`config.mk`:
```
export PLATFORM = sky130hd
export DESIGN_NAME = cfg_i2c_target
export DESIGN_NICKNAME = d
export VERILOG_FILES = /design/src/cfg_port_pkg.sv /design/src/cfg_i2c_target.sv /design/src/cfg_pin_sync.sv
export SDC_FILE = /design/constraint.sdc
export NUM_CORES = 1
export LEC_CHECK = 0
export BUFFER_PORTS_ARGS = -buffer_cell sky130_fd_sc_hd__buf_2
export CORE_MARGIN = 2
export CORE_UTILIZATION = 30
export DETAILED_ROUTE_END_ITERATION = 16
export HOLD_SLACK_MARGIN = 0.03
export PLACE_DENSITY = 0.46
export SYNTH_ARGS = -nofsm -noshare
export SYNTH_HDL_FRONTEND = slang
export SYNTH_HIERARCHICAL = 1
export SYNTH_SLANG_ARGS = --single-unit
```
`constraint.sdc`:
```
create_clock -name clk_i -period 8.8 [get_ports clk_i]
set_clock_uncertainty 0.1 [all_clocks]
set_input_delay 1.76 -clock clk_i [delete_from_list [all_inputs] [get_ports clk_i]]
set_output_delay 1.76 -clock clk_i [all_outputs]
set_load 0.1 [all_outputs]
```
`src/cfg_port_pkg.sv`:
```
// Package for the configuration-register I2C target port.
// Assumes a single 50 MHz clock domain; bus pins are sampled asynchronously.
package cfg_port_pkg;
   // ****************************************
   // Bus addressing
   // ****************************************
   localparam logic [6:0] TARGET_ADDR = 7'h74;
   localparam logic [7:0] CTRL_INDEX = 8'hFF;
   localparam logic [7:0] CMD_SAVE = 8'h80;
   localparam logic [7:0] CMD_READ_VOLATILE = 8'h00;
   localparam logic [7:0] CMD_READ_STORED = 8'h01;
   // ****************************************
   // Register file
   // ****************************************
   localparam int NUM_REGS = 20;
   localparam int IDX_W = 5;
   localparam logic [7:0] LAST_INDEX = 8'h13;
   localparam logic [7:0] NVM_SELECT_RESET = 8'h00;
   // Save takes one cycle per register; time is in clock cycles
   localparam int CLK_MHZ = 50;
   typedef enum logic [2:0] {
      ST_IDLE = 3'b000,
      ST_ADDR = 3'b001,
      ST_ADDR_ACK = 3'b010,
      ST_WRITE = 3'b011,
      ST_WRITE_ACK = 3'b100,
      ST_READ = 3'b101,
      ST_READ_ACK = 3'b110
   } bus_state_t;
   typedef struct packed {
      logic scl;
      logic sda;
   } bus_pins_t;
   typedef struct packed {
      logic start;
      logic stop;
      logic rise;
      logic fall;
   } bus_events_t;
endpackage

```
`src/cfg_i2c_target.sv`:
```
// I2C target serving volatile configuration registers and their stored copy.
// Assumes open-drain bus lines resolved outside; clk_i far faster than SCL.
module cfg_i2c_target import cfg_port_pkg::*; (
   // Clock and reset
   input wire logic clk_i,
   input wire logic sys_rst_i,
   // I2C pins
   input wire logic scl_i,
   input wire logic sda_i,
   output logic sda_o,
   output logic sda_oe_o,
   // Protection
   input wire logic wp_i,
   input wire logic wp_enable_i,
   // Status
   output logic save_busy_o,
   output logic [7:0] nvm_transfer_select_o
);
   // ****************************************
   // Pin conditioning
   // ****************************************
   bus_pins_t lvl;
   bus_events_t ev;
   logic wp_meta_q, wp_q;
   bus_pins_t pins_raw;
   assign pins_raw = '{scl: scl_i, sda: sda_i};
   // Oversampling at the system clock serves standard and fast bus rates alike
   cfg_pin_sync u_sync (
      .clk_i(clk_i),
      .sys_rst_i(sys_rst_i),
      .pins_i(pins_raw),
      .level_o(lvl),
      .ev_o(ev)
   );
   always_ff @(posedge clk_i) begin
      wp_meta_q <= sys_rst_i ? 1'b1 : wp_i;
      wp_q <= sys_rst_i ? 1'b1 : wp_meta_q;
   end
   // ****************************************
   // Storage
   // ****************************************
   logic [7:0] vol_q [NUM_REGS];
   logic [7:0] nvm_q [NUM_REGS];
   logic [IDX_W-1:0] xfer_q;
   logic loading_q, saving_q;
   logic [7:0] sel_q;
   // ****************************************
   // Bus state
   // ****************************************
   bus_state_t st_q;
   logic [7:0] shift_q;
   logic [3:0] bit_q;
   logic [7:0] idx_q;
   logic got_idx_q, rd_q;
   logic sda_oe_q;
   // A save is not in blocked: it refuses new starts and drops writes, so the save command byte is still acknowledged
   wire blocked = (wp_q && wp_enable_i) || loading_q;
   wire [7:0] rx_byte = {shift_q[6:0], lvl.sda};
   wire last_bit = bit_q == 4'd7;
   wire addr_hit = rx_byte[7:1] == TARGET_ADDR;
   wire in_range = idx_q <= LAST_INDEX;
   wire [IDX_W-1:0] idx_lo = idx_q[IDX_W-1:0];
   wire [7:0] rd_vol = in_range ? vol_q[idx_lo] : 8'h00;
   wire [7:0] rd_nvm = in_range ? nvm_q[idx_lo] : 8'h00;
   wire [7:0] rd_src = (idx_q == CTRL_INDEX) ? sel_q :
                       (sel_q == CMD_READ_STORED) ? rd_nvm : rd_vol;
   wire data_rx = (st_q == ST_WRITE) && ev.rise && last_bit;
   wire data_store = data_rx && got_idx_q;
   wire ctrl_wr = data_store && idx_q == CTRL_INDEX;
   wire [7:0] nxt_idx = idx_q + 8'h01;
   always_ff @(posedge clk_i) begin
      if (sys_rst_i || blocked || ev.stop) begin
         st_q <= ST_IDLE;
         sda_oe_q <= 1'b0;
         bit_q <= 4'd0;
      end else if (ev.start) begin
         // Repeated start keeps the index
         st_q <= saving_q ? ST_IDLE : ST_ADDR;
         bit_q <= 4'd0;
         sda_oe_q <= 1'b0;
      end else begin
         unique case (st_q)
            ST_IDLE: ;
            ST_ADDR: if (ev.rise) begin
               shift_q <= rx_byte;
               bit_q <= bit_q + 4'd1;
               if (last_bit) begin
                  if (addr_hit) begin
                     st_q <= ST_ADDR_ACK;
                     rd_q <= rx_byte[0];
                     got_idx_q <= 1'b0;
                  end else begin
                     st_q <= ST_IDLE;
                  end
               end
            end
            ST_ADDR_ACK, ST_WRITE_ACK: if (ev.fall) begin
               if (!sda_oe_q) begin
                  sda_oe_q <= 1'b1;
               end else begin
                  sda_oe_q <= rd_q ? !rd_src[7] : 1'b0;
                  shift_q <= rd_src;
                  bit_q <= 4'd0;
                  st_q <= rd_q ? ST_READ : ST_WRITE;
               end
            end
            ST_WRITE: if (ev.rise) begin
               shift_q <= rx_byte;
               bit_q <= bit_q + 4'd1;
               if (last_bit) begin
                  st_q <= ST_WRITE_ACK;
                  if (!got_idx_q) begin
                     idx_q <= rx_byte;
                     got_idx_q <= 1'b1;
                  end else begin
                     idx_q <= nxt_idx;
                  end
               end
            end
            ST_READ: if (ev.fall) begin
               bit_q <= bit_q + 4'd1;
               shift_q <= {shift_q[6:0], 1'b0};
               sda_oe_q <= last_bit ? 1'b0 : !shift_q[6];
               if (last_bit) begin
                  st_q <= ST_READ_ACK;
               end
            end
            ST_READ_ACK: if (ev.rise) begin
               if (lvl.sda) begin
                  st_q <= ST_IDLE;
               end else begin
                  idx_q <= nxt_idx;
                  st_q <= ST_ADDR_ACK;
                  sda_oe_q <= 1'b1; // Skip the ack drive, load next byte on fall
               end
            end
            default: st_q <= ST_IDLE;
         endcase
      end
   end
   // ****************************************
   // Register writes, load and save
   // ****************************************
   // Stored copy has no reset values; the load after reset copies it as it stands
   always_ff @(posedge clk_i) begin
      if (sys_rst_i) begin
         sel_q <= NVM_SELECT_RESET;
         loading_q <= 1'b1;
         saving_q <= 1'b0;
         xfer_q <= '0;
      end else if (loading_q || saving_q) begin
         if (loading_q) begin
            vol_q[xfer_q] <= nvm_q[xfer_q];
         end else begin
            nvm_q[xfer_q] <= vol_q[xfer_q];
         end
         xfer_q <= xfer_q + IDX_W'(1);
         if (xfer_q == IDX_W'(NUM_REGS - 1)) begin
            loading_q <= 1'b0;
            saving_q <= 1'b0;
            xfer_q <= '0;
         end
      end else if (ctrl_wr) begin
         if (rx_byte == CMD_SAVE) begin
            saving_q <= 1'b1;
         end else begin
            sel_q <= rx_byte;
         end
      end else if (data_store && in_range) begin
         vol_q[idx_lo] <= rx_byte;
      end
   end
   assign sda_o = 1'b0;
   always_ff @(posedge clk_i) begin
      sda_oe_o <= sys_rst_i ? 1'b0 : sda_oe_q;
      save_busy_o <= sys_rst_i ? 1'b0 : saving_q;
      nvm_transfer_select_o <= sys_rst_i ? NVM_SELECT_RESET : sel_q;
   end
   // ****************************************
   // Checks
   // ****************************************
   a_block_quiet: assert property (@(posedge clk_i) disable iff (sys_rst_i)
      blocked |=> st_q == ST_IDLE) else $error("traffic served while blocked");
   a_index_step: assert property (@(posedge clk_i) disable iff (sys_rst_i)
      (data_store && !blocked && !ev.stop && !ev.start) |=> idx_q == $past(idx_q) + 8'h01)
      else $error("index did not advance");
   a_save_start: assert property (@(posedge clk_i) disable iff (sys_rst_i)
      (ctrl_wr && !blocked && rx_byte == CMD_SAVE) |=> saving_q)
      else $error("save not started");
   a_no_save: assert property (@(posedge clk_i) disable iff (sys_rst_i)
      (ctrl_wr && !blocked && rx_byte != CMD_SAVE) |=> !saving_q && sel_q == $past(rx_byte))
      else $error("select not taken");
   a_save_len: assert property (@(posedge clk_i) disable iff (sys_rst_i)
      $rose(saving_q) |-> saving_q [*8] ##13 !saving_q) else $error("save length");
   a_sel_keep: assert property (@(posedge clk_i) disable iff (sys_rst_i)
      !$past(ctrl_wr) |-> $stable(sel_q)) else $error("select changed");
   a_nack_release: assert property (@(posedge clk_i) disable iff (sys_rst_i)
      (st_q == ST_READ_ACK && ev.rise && lvl.sda && !blocked && !ev.stop && !ev.start)
      |=> !sda_oe_q && st_q == ST_IDLE) else $error("line held after nack");
   a_wrong_addr: assert property (@(posedge clk_i) disable iff (sys_rst_i)
      (st_q == ST_ADDR && ev.rise && last_bit && !addr_hit && !blocked && !ev.stop
      && !ev.start) |=> st_q == ST_IDLE) else $error("foreign address taken");
   c_save: cover property (@(posedge clk_i) $rose(saving_q));
   c_read: cover property (@(posedge clk_i) st_q == ST_READ_ACK && ev.rise && !lvl.sda);
   c_write: cover property (@(posedge clk_i) data_store && idx_q < LAST_INDEX);
endmodule // cfg_i2c_target

```
`src/cfg_pin_sync.sv`:
```
// Two-stage synchroniser plus edge/condition detector for the I2C pins.
// Assumes pins are asynchronous to clk_i.
module cfg_pin_sync import cfg_port_pkg::*; (
   // Clock and reset
   input wire logic clk_i,
   input wire logic sys_rst_i,
   // Pins
   input wire bus_pins_t pins_i,
   // Decoded
   output bus_pins_t level_o,
   output bus_events_t ev_o
);
   bus_pins_t meta_q;
   bus_pins_t sync_q;
   bus_pins_t prev_q;
   always_ff @(posedge clk_i) begin
      if (sys_rst_i) begin
         meta_q <= '{scl: 1'b1, sda: 1'b1};
         sync_q <= '{scl: 1'b1, sda: 1'b1};
         prev_q <= '{scl: 1'b1, sda: 1'b1};
      end else begin
         meta_q <= pins_i;
         sync_q <= meta_q;
         prev_q <= sync_q;
      end
   end
   assign level_o = sync_q;
   assign ev_o.start = sync_q.scl && prev_q.scl && prev_q.sda && !sync_q.sda;
   assign ev_o.stop = sync_q.scl && prev_q.scl && !prev_q.sda && sync_q.sda;
   assign ev_o.rise = sync_q.scl && !prev_q.scl;
   assign ev_o.fall = !sync_q.scl && prev_q.scl;
endmodule // cfg_pin_sync

```
==> results of run 1 <==
-- worst max-delay path by stage --
stage	from	end	slack (ps)	cells past startpoint
6_report	flip-flop	nvm_q[17][7]	4830	4
5_1_grt	flip-flop	nvm_q[18][7]	4590	4
4_1_cts	flip-flop	nvm_q[16][7]	4700	4
3_5_place_dp	sys_rst_i	vol_q[0][4]	4470	5
3_3_place_gp	sys_rst_i	vol_q[17][0]	4490	5
2_1_floorplan	sys_rst_i	vol_q[0][5]	4990	5
-- per-layer routing --
| layer | track usage, % | vias to the layer above |
|---|---|---|
| met5 | 0 | - |
| met4 | 4.94 | 0 |
| met3 | 2.73 | 59 |
| met2 | 28.1 | 297 |
| met1 | 22.8 | 5530 |
| li1 | - | 4401 |
-- state kept, by name (all words and copies together), names as in the netlist, 3 cells and up, named ones only --
signal / cells
vol_q: 160
st_q: 3
sel_q: 8
idx_q: 8
shift_q: 7
xfer_q: 5
nvm_transfer_select_o: 8
nvm_q: 160
bit_q: 4
-- synthesized netlist by cell type, drive strengths merged (7+ instances only) --
cell	n
or2	11
a21oi	37
clkbuf	33
buf	41
dfxtp	51
a211oi	9
inv	12
o21ai	27
mux4	182
nand3	11
nor2b	25
nand2	60
nor2	76
mux2	8
edfxtp	337
mux2i	40
a22oi	7
-- final cells by class --
| type | instances | area (um2) |
|---|---|---|
| inverters | 12 | 45.0 |
| flip-flops and latches | 388 | 11200 |
| clock inverters | 33 | 357 |
| clock buffers | 49 | 1120 |
| fillers | 5648 | 39700 |
| well taps | 782 | 978 |
| multi-input cells | 598 | 6720 |
| repair buffers | 27 | 165 |
-- stage by stage --
step           std cells  cell area, um2
2_1_floorplan       1072           18200
3_3_place_gp        1807           19100
3_5_place_dp        1807           19100
4_1_cts             1889           20500
5_1_grt             1889           20500
6_report            1889           20500
-- power by group through the flow --
stage / clock (mW) / sequential (mW) / combinational, mW
floorplan: 0 / 2.10 / 0.168
global placement: 0 / 2.13 / 0.265
detailed placement: 0 / 2.13 / 0.265
CTS: 1.93 / 2.09 / 0.266
global route: 2.00 / 2.09 / 0.277
finish: 1.89 / 2.09 / 0.257
-- worst reg2reg max path: cells and delay by family, from the launching register on --
kind | cells | cell delay, ps
flip-flops | 1 | 920
multiplexers | 3 | 1750
buffers and inverters | 1 | 840
-- kinds of logic (layout without fill, tap and decap cells) --
kind of cell               after synthesis  in the layout  synth area share [%]
xor gates and xnor gates                 6              6                 0.288
and+or+nand+nor                        234            234                  6.28
DFF                                    388            388                  61.1
AOI/OAI and AO/OA                      121            121                  4.26
buffers and inverters                   86            121                  2.28
muxes                                  230            230                  25.4
adders and majority gates                6              6                 0.412
other                                    1              1                0.0206
==> metrics.json, run 1 <==
{
  "ys_seq_area_share": {"value": 61.1, "unit": "%"},
  "family_of_cells_with_the_greatest_summed_delay_on_the_critical_path": {"value": "multiplexers"},
  "met2_wirelength": {"value": 26.3, "unit": "mm"},
  "post_cts_buffers": {"value": 0},
  "post-route-period-util": {"value": 45.1, "unit": "%"},
  "tritoncts.num_buffers": {"value": 44},
  "fin_tns_setup": {"value": 0, "unit": "ps"},
  "global_route.overflow_total": {"value": 0},
  "drive_above_1_share": {"value": 27.2, "unit": "%"},
  "min_delay_worst_endpoint": {"value": "u_sync/level_o[0]"},
  "yosys.area.top_type": {"value": "sky130_fd_sc_hd__edfxtp_1"},
  "final_antenna_net_count": {"value": 0},
  "power_switching": {"value": 977, "unit": "uW"},
  "worst_setup_path_start_kind": {"value": "flip-flop"},
  "detailed_route_vias_per_instance": {"value": 5.45},
  "critical_path.most_common_cell": {"value": "sky130_fd_sc_hd__mux4_2"},
  "post_synth_num_cell_types": {"value": 60},
  "post_synth_main_area_contributors": {"value": "sky130_fd_sc_hd__edfxtp_1, sky130_fd_sc_hd__mux4_2, sky130_fd_sc_hd__dfxtp_1"},
  "cell_leakage_power": {"value": 6.45, "unit": "nW"},
  "status": {"value": "finished clean"},
  "clock-sinks": {"value": 388},
  "power.density": {"value": 206, "unit": "nW/um2"},
  "mappedNetlistArea": {"value": 18200, "unit": "um2"},
  "grt_start_max_net_pins": {"value": 49},
  "routabilityCongestion": {"value": 0.792},
  "synth-main-ff-cell": {"value": "sky130_fd_sc_hd__edfxtp_1"},
  "drt_wl_total": {"value": 52.5, "unit": "mm"},
  "timing.critical_path.cells": {"value": "buf_4, mux4_2, mux4_2, mux2_2"},
  "rrSetupSlack": {"value": 4830, "unit": "ps"},
  "clock_insertion_delay_at_the_later_pin_of_the_skew_report": {"value": 590, "unit": "ps"},
  "crit_required": {"value": 8930, "unit": "ps"},
  "synth_edf_count": {"value": 337},
  "min_path_cells": {"value": 1},
  "dp.final_hpwl": {"value": 35.6, "unit": "mm"},
  "dieHeight": {"value": 251, "unit": "um"},
  "highest_fanout_seen_on_the_critical_path": {"value": 41},
  "largest_vdd_supply_drop": {"value": 119, "unit": "uV"},
  "drt_first_iter_violations": {"value": 798},
  "finalSetupViolCount": {"value": 0},
  "die-area": {"value": 62800, "unit": "um2"},
  "whs": {"value": 302, "unit": "ps"},
  "routed_wire_length_per_instance": {"value": 27.8, "unit": "um"},
  "placement.io_buffers": {"value": 15},
  "clkSlewWorstSetupHoldPaths": {"value": 60, "unit": "ps"},
  "final_net_count": {"value": 1083},
  "min_from": {"value": "u_sync/meta_q[0]"},
  "clk_path_buf_depth": {"value": 3},
  "yosysTopAreaCellShare": {"value": 55.5, "unit": "%"},
  "timing.fmax": {"value": 252, "unit": "MHz"},
  "hold_path_class": {"value": "reg -> reg"},
  "clock_root_buffer": {"value": "sky130_fd_sc_hd__clkbuf_16"},
  "async_reset_ff_share": {"value": 0, "unit": "%"},
  "vias": {"value": 10300},
  "final_max_slew_viol_count": {"value": 0},
  "dieWidth": {"value": 251, "unit": "um"},
  "initial_utilization": {"value": 30.3, "unit": "%"},
  "first_global_vias": {"value": 10300},
  "wire_length_on_met1": {"value": 22.6, "unit": "mm"},
  "power.switching_fraction": {"value": 23.1, "unit": "%"},
  "power.sequential.fraction": {"value": 49.3, "unit": "%"},
  "worst_r2r_end": {"value": "nvm_q[17][7]"},
  "antennaDiodeCount": {"value": 0},
  "worst-path-buf-inv": {"value": 1},
  "placementRows": {"value": 90},
  "finalPower": {"value": 4.23, "unit": "mW"},
  "power.share.clock": {"value": 44.6, "unit": "%"},
  "tritoncts": {"value": "done"},
  "crit_path_time_final": {"value": 3970, "unit": "ps"},
  "drt_pre_antenna_iters": {"value": 7},
  "p_int": {"value": 3.26, "unit": "mW"},
  "worst_r2r_path_depth": {"value": 4},
  "grt_antenna_before_repair": {"value": 1},
  "synth_area_per_inst": {"value": 17.0, "unit": "um2"},
  "final_critical_path_setup_slack": {"value": 4830, "unit": "ps"},
  "crit_slowest_cell": {"value": "sky130_fd_sc_hd__dfxtp_4"},
  "cells_after_synth": {"value": 1072},
  "worstPathArrival": {"value": 4090, "unit": "ps"},
  "postSynthNetCount": {"value": 1084},
  "cpPeakStageDelay": {"value": 920, "unit": "ps"},
  "final_common_cell": {"value": "sky130_fd_sc_hd__edfxtp_1"},
  "met3WireLength": {"value": 2.28, "unit": "mm"},
  "worst-setup-path-type": {"value": "reg -> reg"},
  "post_cts_resize_count": {"value": 0},
  "utilization": {"value": 34.1, "unit": "%"},
  "design.portCount": {"value": 17},
  "design.core.area": {"value": 60200, "unit": "um2"},
  "final_hold_viol_count": {"value": 0},
  "worst_setup_path_end_kind": {"value": "flip-flop"},
  "area_growth": {"value": 12.6, "unit": "%"},
  "rsz_0062_raised_after_global_routing": {"value": "no"},
  "holdBufCountCts": {"value": 0},
  "highest-signal-layer": {"value": "met4"},
  "timing.max_slew.rel_slack": {"value": 29.1, "unit": "%"},
  "grt_pass1_wl": {"value": 76.3, "unit": "mm"},
  "share_comb_of_total_power": {"value": 6.1, "unit": "%"},
  "mostFrequentLayoutCells": {"value": "sky130_fd_sc_hd__edfxtp_1, sky130_fd_sc_hd__mux4_2, sky130_fd_sc_hd__nor2_1, sky130_fd_sc_hd__nand2_1, sky130_fd_sc_hd__dfxtp_1"},
  "gr-usage-all-layers": {"value": 16.9, "unit": "%"},
  "drt_drc_violations_left": {"value": 0},
  "postSynthRegisterBits": {"value": 388},
  "maxCapViolations": {"value": 0},
  "transition_time_at_the_pin_with_the_least_slew_margin": {"value": 1060, "unit": "ps"},
  "yosys_warnings": {"value": 6},
  "htreeDepth": {"value": 2},
  "placement.setup.worst_slack": {"value": 4470, "unit": "ps"}
}
(Power assumes the default switching activity.)
==> run 2: changes to the inputs <==
- PLACE_DENSITY: 0.46 -> 0.47
- clock period: 8.8 -> 3.4 ns (I/O delays scaled with it)
==> run 2 against run 1 <==
  * Count of clock-buffer cells in the layout is 2 higher
  * Sequential share of layout area shrank 2.0 points
  * Die area unchanged
  * Sequential power increased to 2.6 times the previous value
  * Critical path depth up 3
  * Highest routed layer is now met5
  * Fmax increased by 32%
  * Routed wire length shrank 0.50%
  * Register-to-register slack worse by 4400 ps
  * First-iteration DRC count rose by 38%
  * Critical endpoint is now vol_q[17][3]
  * Final area rose by 3.8%
  * Worst setup slack lost 4400 ps
  * Non-clock buffer count increased by 82
==> metrics.json, run 2 (same netlist as run 1, synthesis figures left out) <==
{
  "cell_leakage_power": {"value": 6.95, "unit": "nW"},
  "dp.final_hpwl": {"value": 35.5, "unit": "mm"},
  "power.density": {"value": 520, "unit": "nW/um2"},
  "final_max_slew_viol_count": {"value": 0},
  "gr-usage-all-layers": {"value": 16.8, "unit": "%"},
  "timing.rr.start": {"value": "idx_q[2]"},
  "routabilityCongestion": {"value": 0.829},
  "drt_drc_violations_left": {"value": 0},
  "final_net_count": {"value": 1166},
  "area_growth": {"value": 16.9, "unit": "%"},
  "fin_tns_setup": {"value": 0, "unit": "ps"},
  "initial_utilization": {"value": 30.3, "unit": "%"},
  "crit_path_time_final": {"value": 2990, "unit": "ps"},
  "p_int": {"value": 8.65, "unit": "mW"},
  "post-route-period-util": {"value": 88.1, "unit": "%"},
  "layout_top_registers": {"value": "nvm_q x160, vol_q x160"},
  "routed_wire_length_per_instance": {"value": 26.5, "unit": "um"},
  "drt_pre_antenna_iters": {"value": 5},
  "largest_vdd_supply_drop": {"value": 377, "unit": "uV"},
  "stdcell_count": {"value": 1969},
  "detailed_route_vias_per_instance": {"value": 5.34},
  "share_comb_of_total_power": {"value": 5.8, "unit": "%"},
  "worst_setup_path_start_kind": {"value": "flip-flop"},
  "tritoncts.num_buffers": {"value": 45},
  "design.core.area": {"value": 60200, "unit": "um2"},
  "clock_insertion_delay_at_the_later_pin_of_the_skew_report": {"value": 600, "unit": "ps"},
  "placementRows": {"value": 90},
  "timing.critical_path.cells": {"value": "o21ai_0, nand2_1, nor3_4, buf_12, a32oi_1, nor2_1, buf_4"},
  "dieWidth": {"value": 251, "unit": "um"},
  "rsz_0062_raised_after_global_routing": {"value": "no"},
  "final_common_cell": {"value": "sky130_fd_sc_hd__edfxtp_1"},
  "power.switching_fraction": {"value": 22.0, "unit": "%"},
  "worst_setup_path_end_kind": {"value": "flip-flop"},
  "antennaDiodeCount": {"value": 0},
  "placement.io_buffers": {"value": 15},
  "hold_path_class": {"value": "in -> reg"},
  "clk_path_buf_depth": {"value": 3},
  "power_switching": {"value": 2.44, "unit": "mW"},
  "cpPeakStageDelay": {"value": 580, "unit": "ps"},
  "min_from": {"value": "sda_i"},
  "mostFrequentLayoutCells": {"value": "sky130_fd_sc_hd__edfxtp_1, sky130_fd_sc_hd__mux4_2, sky130_fd_sc_hd__buf_4, sky130_fd_sc_hd__nor2_1, sky130_fd_sc_hd__nand2_1"},
  "highest_fanout_seen_on_the_critical_path": {"value": 32},
  "die-area": {"value": 62800, "unit": "um2"},
  "first_global_vias": {"value": 10800},
  "grt_start_max_net_pins": {"value": 40},
  "grt_antenna_before_repair": {"value": 0},
  "post_cts_buffers": {"value": 0},
  "drive_above_1_share": {"value": 31.7, "unit": "%"},
  "power.share.clock": {"value": 45.8, "unit": "%"},
  "holdBufCountCts": {"value": 0},
  "dieHeight": {"value": 251, "unit": "um"},
  "htreeDepth": {"value": 2},
  "tritoncts": {"value": "done"},
  "vias": {"value": 10500},
  "place_inst": {"value": 1888},
  "worst-setup-path-type": {"value": "reg -> reg"},
  "crit_slowest_cell": {"value": "sky130_fd_sc_hd__edfxtp_1"},
  "final_antenna_net_count": {"value": 0},
  "crit_required": {"value": 3600, "unit": "ps"},
  "status": {"value": "finished clean"},
  "final_hold_viol_count": {"value": 0},
  "drt_first_iter_violations": {"value": 1100},
  "timing.max_slew.rel_slack": {"value": 50.5, "unit": "%"},
  "clock_root_buffer": {"value": "sky130_fd_sc_hd__clkbuf_16"},
  "design.portCount": {"value": 17},
  "post_cts_resize_count": {"value": 0},
  "setup.worst_path.start": {"value": "idx_q[2]"},
  "timing.fmax": {"value": 334, "unit": "MHz"},
  "clock-sinks": {"value": 388},
  "grt_pass1_wl": {"value": 76.0, "unit": "mm"},
  "maxCapViolations": {"value": 0},
  "power.sequential.fraction": {"value": 48.4, "unit": "%"},
  "transition_time_at_the_pin_with_the_least_slew_margin": {"value": 743, "unit": "ps"},
  "clkSlewWorstSetupHoldPaths": {"value": 60, "unit": "ps"},
  "finalSetupViolCount": {"value": 0},
  "global_route.overflow_total": {"value": 0},
  "drt_wl_total": {"value": 52.3, "unit": "mm"},
  "worstPathArrival": {"value": 3200, "unit": "ps"}
}
==> run 2: power groups by stage <==
stage               logic (mW)  clock network (mW)  registers (mW)
floorplan                0.435                   0            5.44
global placement         0.652                   0            5.48
detailed placement       0.660                   0            5.47
CTS                      0.659                5.21            5.37
global route             0.699                5.37            5.38
finish                   0.643                5.08            5.37
==> run 2: routing by layer <==
metal  global-route usage [%]  part of all wire, %  vias to the layer above  wire, um
li1                         -                    -                     4569         -
met1                     22.2                   42                     5529     22100
met2                     27.5                   48                      336     25300
met3                     3.27                  6.1                       87      3180
met4                     6.18                  3.1                        2      1630
met5                     1.08                 0.17                        -        91
==> run 2: final cells by class <==
type,count,area (um2)
Multi-Input combinational cell,598,6700
Inverter,12,45.0
Timing Repair Buffer,109,906
Sequential cell,388,11200
Clock buffer,51,1190
Fill cell,5608,38900
Clock inverter,29,354
Tap cell,782,978
==> run 2: critical path: cells and delay by family (launching register included) <==
kind | cells | cell delay (ps)
DFF | 1 | 580
and+or+nand+nor | 3 | 880
buffers and inverters | 2 | 420
AOI/OAI and AO/OA | 2 | 720
==> run 2: stage by stage <==
step           power (mW)  hold slack, ps  util (%)  area [um2]  setup slack, ps
4_1_cts              11.2             163      35.4       21300              286
6_report             11.1             185      35.4       21300              406
3_5_place_dp         6.13             297      32.8       19800              297
2_1_floorplan        5.88             283         -       18200              555
5_1_grt              11.4             188      35.4       21300              208
3_3_place_gp         6.13             297      32.8       19800              332
==> run 2: worst paths after layout <==
check                     end  cells past startpoint  slack [ps]
min reg2reg              wp_q                      1         320
min          u_sync/meta_q[0]                      2         180
max              vol_q[17][3]                      7         410
max reg2reg      vol_q[17][3]                      7         410
==> run 3: changes to the inputs <==
- clock period: 3.4 -> 2.6 ns (I/O delays scaled with it)
==> run 3 against run 2 <==
  * Sequential power increased by 30%
  * Worst hold slack got worse by 40 ps
  * Final cell count increased by 4.1%
  * Fmax increased by 15%
  * First-iteration DRC count decreased by 10%
  * Clock power increased by 23%
  * Sequential share of layout area decreased by 2.7 points
  * Count of clock-buffer cells in the layout increased by 7
  * Combinational power increased by 56%
  * Critical path type unchanged
  * Worst setup slack got worse by 410 ps
  * Via count increased by 3.1%
  * The run now ends with negative setup slack left
  * Critical endpoint is now vol_q[13][0]
==> metrics.json, run 3 (same netlist as run 1, synthesis figures left out) <==
{
  "global_route.overflow_total": {"value": 0},
  "vias": {"value": 10800},
  "dieWidth": {"value": 251, "unit": "um"},
  "final_critical_path_setup_slack": {"value": -7.20, "unit": "ps"},
  "final_max_slew_viol_count": {"value": 0},
  "worstPathArrival": {"value": 2950, "unit": "ps"},
  "drt_pre_antenna_iters": {"value": 5},
  "final_antenna_net_count": {"value": 0},
  "antennaDiodeCount": {"value": 0},
  "highest_fanout_seen_on_the_critical_path": {"value": 20},
  "final_net_count": {"value": 1246},
  "area_growth": {"value": 23.3, "unit": "%"},
  "timing.critical_path.cells": {"value": "ha_4, and4b_1, nand4_1, nor3_4, clkbuf_16, buf_4, nand2_1, o21ai_1, buf_12"},
  "worst-setup-path-type": {"value": "reg -> reg"},
  "hold_path_class": {"value": "in -> reg"},
  "crit_path_time_final": {"value": 2610, "unit": "ps"},
  "violations": {"value": "negative setup slack"},
  "first_global_vias": {"value": 11300},
  "min_path_cells": {"value": 3},
  "clkSlewWorstSetupHoldPaths": {"value": 60, "unit": "ps"},
  "transition_time_at_the_pin_with_the_least_slew_margin": {"value": 810, "unit": "ps"},
  "min_from": {"value": "sys_rst_i"},
  "grt_pass1_wl": {"value": 78.7, "unit": "mm"},
  "final_hold_viol_count": {"value": 0},
  "clock_root_buffer": {"value": "sky130_fd_sc_hd__clkbuf_16"},
  "timing.rr.start": {"value": "bit_q[1]"},
  "cell_leakage_power": {"value": 7.48, "unit": "nW"},
  "drive_above_1_share": {"value": 37.4, "unit": "%"},
  "post_dp_cell_area": {"value": 20800, "unit": "um2"},
  "worst_r2r_end": {"value": "vol_q[13][0]"},
  "finalPower": {"value": 14.2, "unit": "mW"},
  "die-area": {"value": 62800, "unit": "um2"},
  "drt_first_iter_violations": {"value": 985},
  "finalSetupViolCount": {"value": 14},
  "crit_slowest_cell": {"value": "sky130_fd_sc_hd__dfxtp_4"},
  "fin_tns_setup": {"value": -60.2, "unit": "ps"},
  "largest_vdd_supply_drop": {"value": 429, "unit": "uV"},
  "timing.max_slew.rel_slack": {"value": 45.5, "unit": "%"},
  "grt_antenna_before_repair": {"value": 0},
  "design_area": {"value": 22500, "unit": "um2"},
  "rsz_0062_raised_after_global_routing": {"value": "yes"},
  "clk_path_buf_depth": {"value": 3},
  "crit_required": {"value": 2940, "unit": "ps"},
  "timing.fmax": {"value": 384, "unit": "MHz"},
  "tritoncts": {"value": "done"},
  "worst_r2r_path_depth": {"value": 9},
  "power.density": {"value": 633, "unit": "nW/um2"},
  "placement.setup.worst_slack": {"value": -46.9, "unit": "ps"},
  "detailed_route_vias_per_instance": {"value": 5.29},
  "worst_setup_path_end_kind": {"value": "flip-flop"},
  "dp.final_hpwl": {"value": 37.5, "unit": "mm"},
  "whs": {"value": 145, "unit": "ps"},
  "placement.io_buffers": {"value": 15},
  "routed_wire_length_per_instance": {"value": 26.5, "unit": "um"},
  "mostFrequentLayoutCells": {"value": "sky130_fd_sc_hd__edfxtp_1, sky130_fd_sc_hd__mux4_2, sky130_fd_sc_hd__buf_4, sky130_fd_sc_hd__nor2_1, sky130_fd_sc_hd__nand2_1"},
  "layout_top_registers": {"value": "nvm_q x160, vol_q x160"},
  "routabilityCongestion": {"value": 0.817},
  "gr-usage-all-layers": {"value": 17.5, "unit": "%"},
  "grt_start_max_net_pins": {"value": 36},
  "place_inst": {"value": 1956},
  "status": {"value": "finished with violations"},
  "cpPeakStageDelay": {"value": 370, "unit": "ps"},
  "utilization": {"value": 37.3, "unit": "%"},
  "tritoncts.num_buffers": {"value": 44},
  "stdcell_count": {"value": 2050},
  "clock-sinks": {"value": 388},
  "htreeDepth": {"value": 2},
  "placementRows": {"value": 90},
  "post-route-period-util": {"value": 100, "unit": "%"},
  "design.portCount": {"value": 17},
  "initial_utilization": {"value": 30.3, "unit": "%"},
  "drt_wl_total": {"value": 54.2, "unit": "mm"},
  "rrSetupSlack": {"value": -7, "unit": "ps"},
  "final_common_cell": {"value": "sky130_fd_sc_hd__edfxtp_1"},
  "dieHeight": {"value": 251, "unit": "um"},
  "clock_insertion_delay_at_the_later_pin_of_the_skew_report": {"value": 600, "unit": "ps"},
  "design.core.area": {"value": 60200, "unit": "um2"},
  "min_delay_worst_endpoint": {"value": "st_q[0]"},
  "drt_drc_violations_left": {"value": 0},
  "worst_setup_path_start_kind": {"value": "flip-flop"},
  "maxCapViolations": {"value": 0}
}
run 3: cell types whose count changed in the layout (fill, tap and decap cells not counted), sizes merged:
cell         change
clkbuf           +8
clkinv           -2
bufinv           -3
dlygate4sd3      +3
buf             +77
clkinvlp         -2
run 3: power breakdown:
group | total [mW] | internal [mW] | leakage [nW] | switching [mW]
Combinational | 1.00 | 0.454 | 3.31 | 0.548
Clock | 6.25 | 3.64 | 0.710 | 2.61
Sequential | 7.00 | 6.97 | 3.45 | 0.0299
Total | 14.2 | 11.1 | 7.48 | 3.19
run 3: worst max-delay path by stage:
stage / from / to / slack, ps
after detailed placement: flip-flop / vol_q[6][6] / -50
after CTS: flip-flop / vol_q[8][1] / -20
after global placement: flip-flop / shift_q[0] / -60
after floorplan: u_sync/level_o[1] / vol_q[2][0] / 40
final: bit_q[1] / vol_q[13][0] / -7
after global routing: bit_q[1] / vol_q[5][7] / -110
run 3: critical path: cells and delay by family, from the launching register on:
kind | cells | cell delay (ps)
adders and majority gates | 1 | 140
buffers and inverters | 3 | 660
AOI/OAI and AO/OA | 1 | 200
and+or+nand+nor | 4 | 980
DFF | 1 | 370
run 3: layer usage:
| metal | up-vias | GRT usage, % | wire length, um |
|---|---|---|---|
| met2 | 284 | 29.5 | 26800 |
| met3 | 76 | 2.84 | 2750 |
| met1 | 5760 | 23.2 | 23400 |
| met5 | - | 0 | 0 |
| li1 | 4725 | - | - |
| met4 | 0 | 5.17 | 1270 |
run 3: repair_timing:
item,in CTS,in global routing
pin swaps,2,5
cloned,0,1
buffers inserted,4,6
hold buffers,3,0
resized for setup,6,36
endpoints found under the hold margin,3,0
endpoints found under the setup margin,83,313
run 3: area by class of cell:
cell class,instances,area [um2]
Multi-Input combinational cell,598,6810
Inverter,12,45.0
Timing Repair Buffer,190,2060
Clock buffer,58,1180
Fill cell,5563,37800
Sequential cell,388,11200
Clock inverter,22,251
Tap cell,782,978
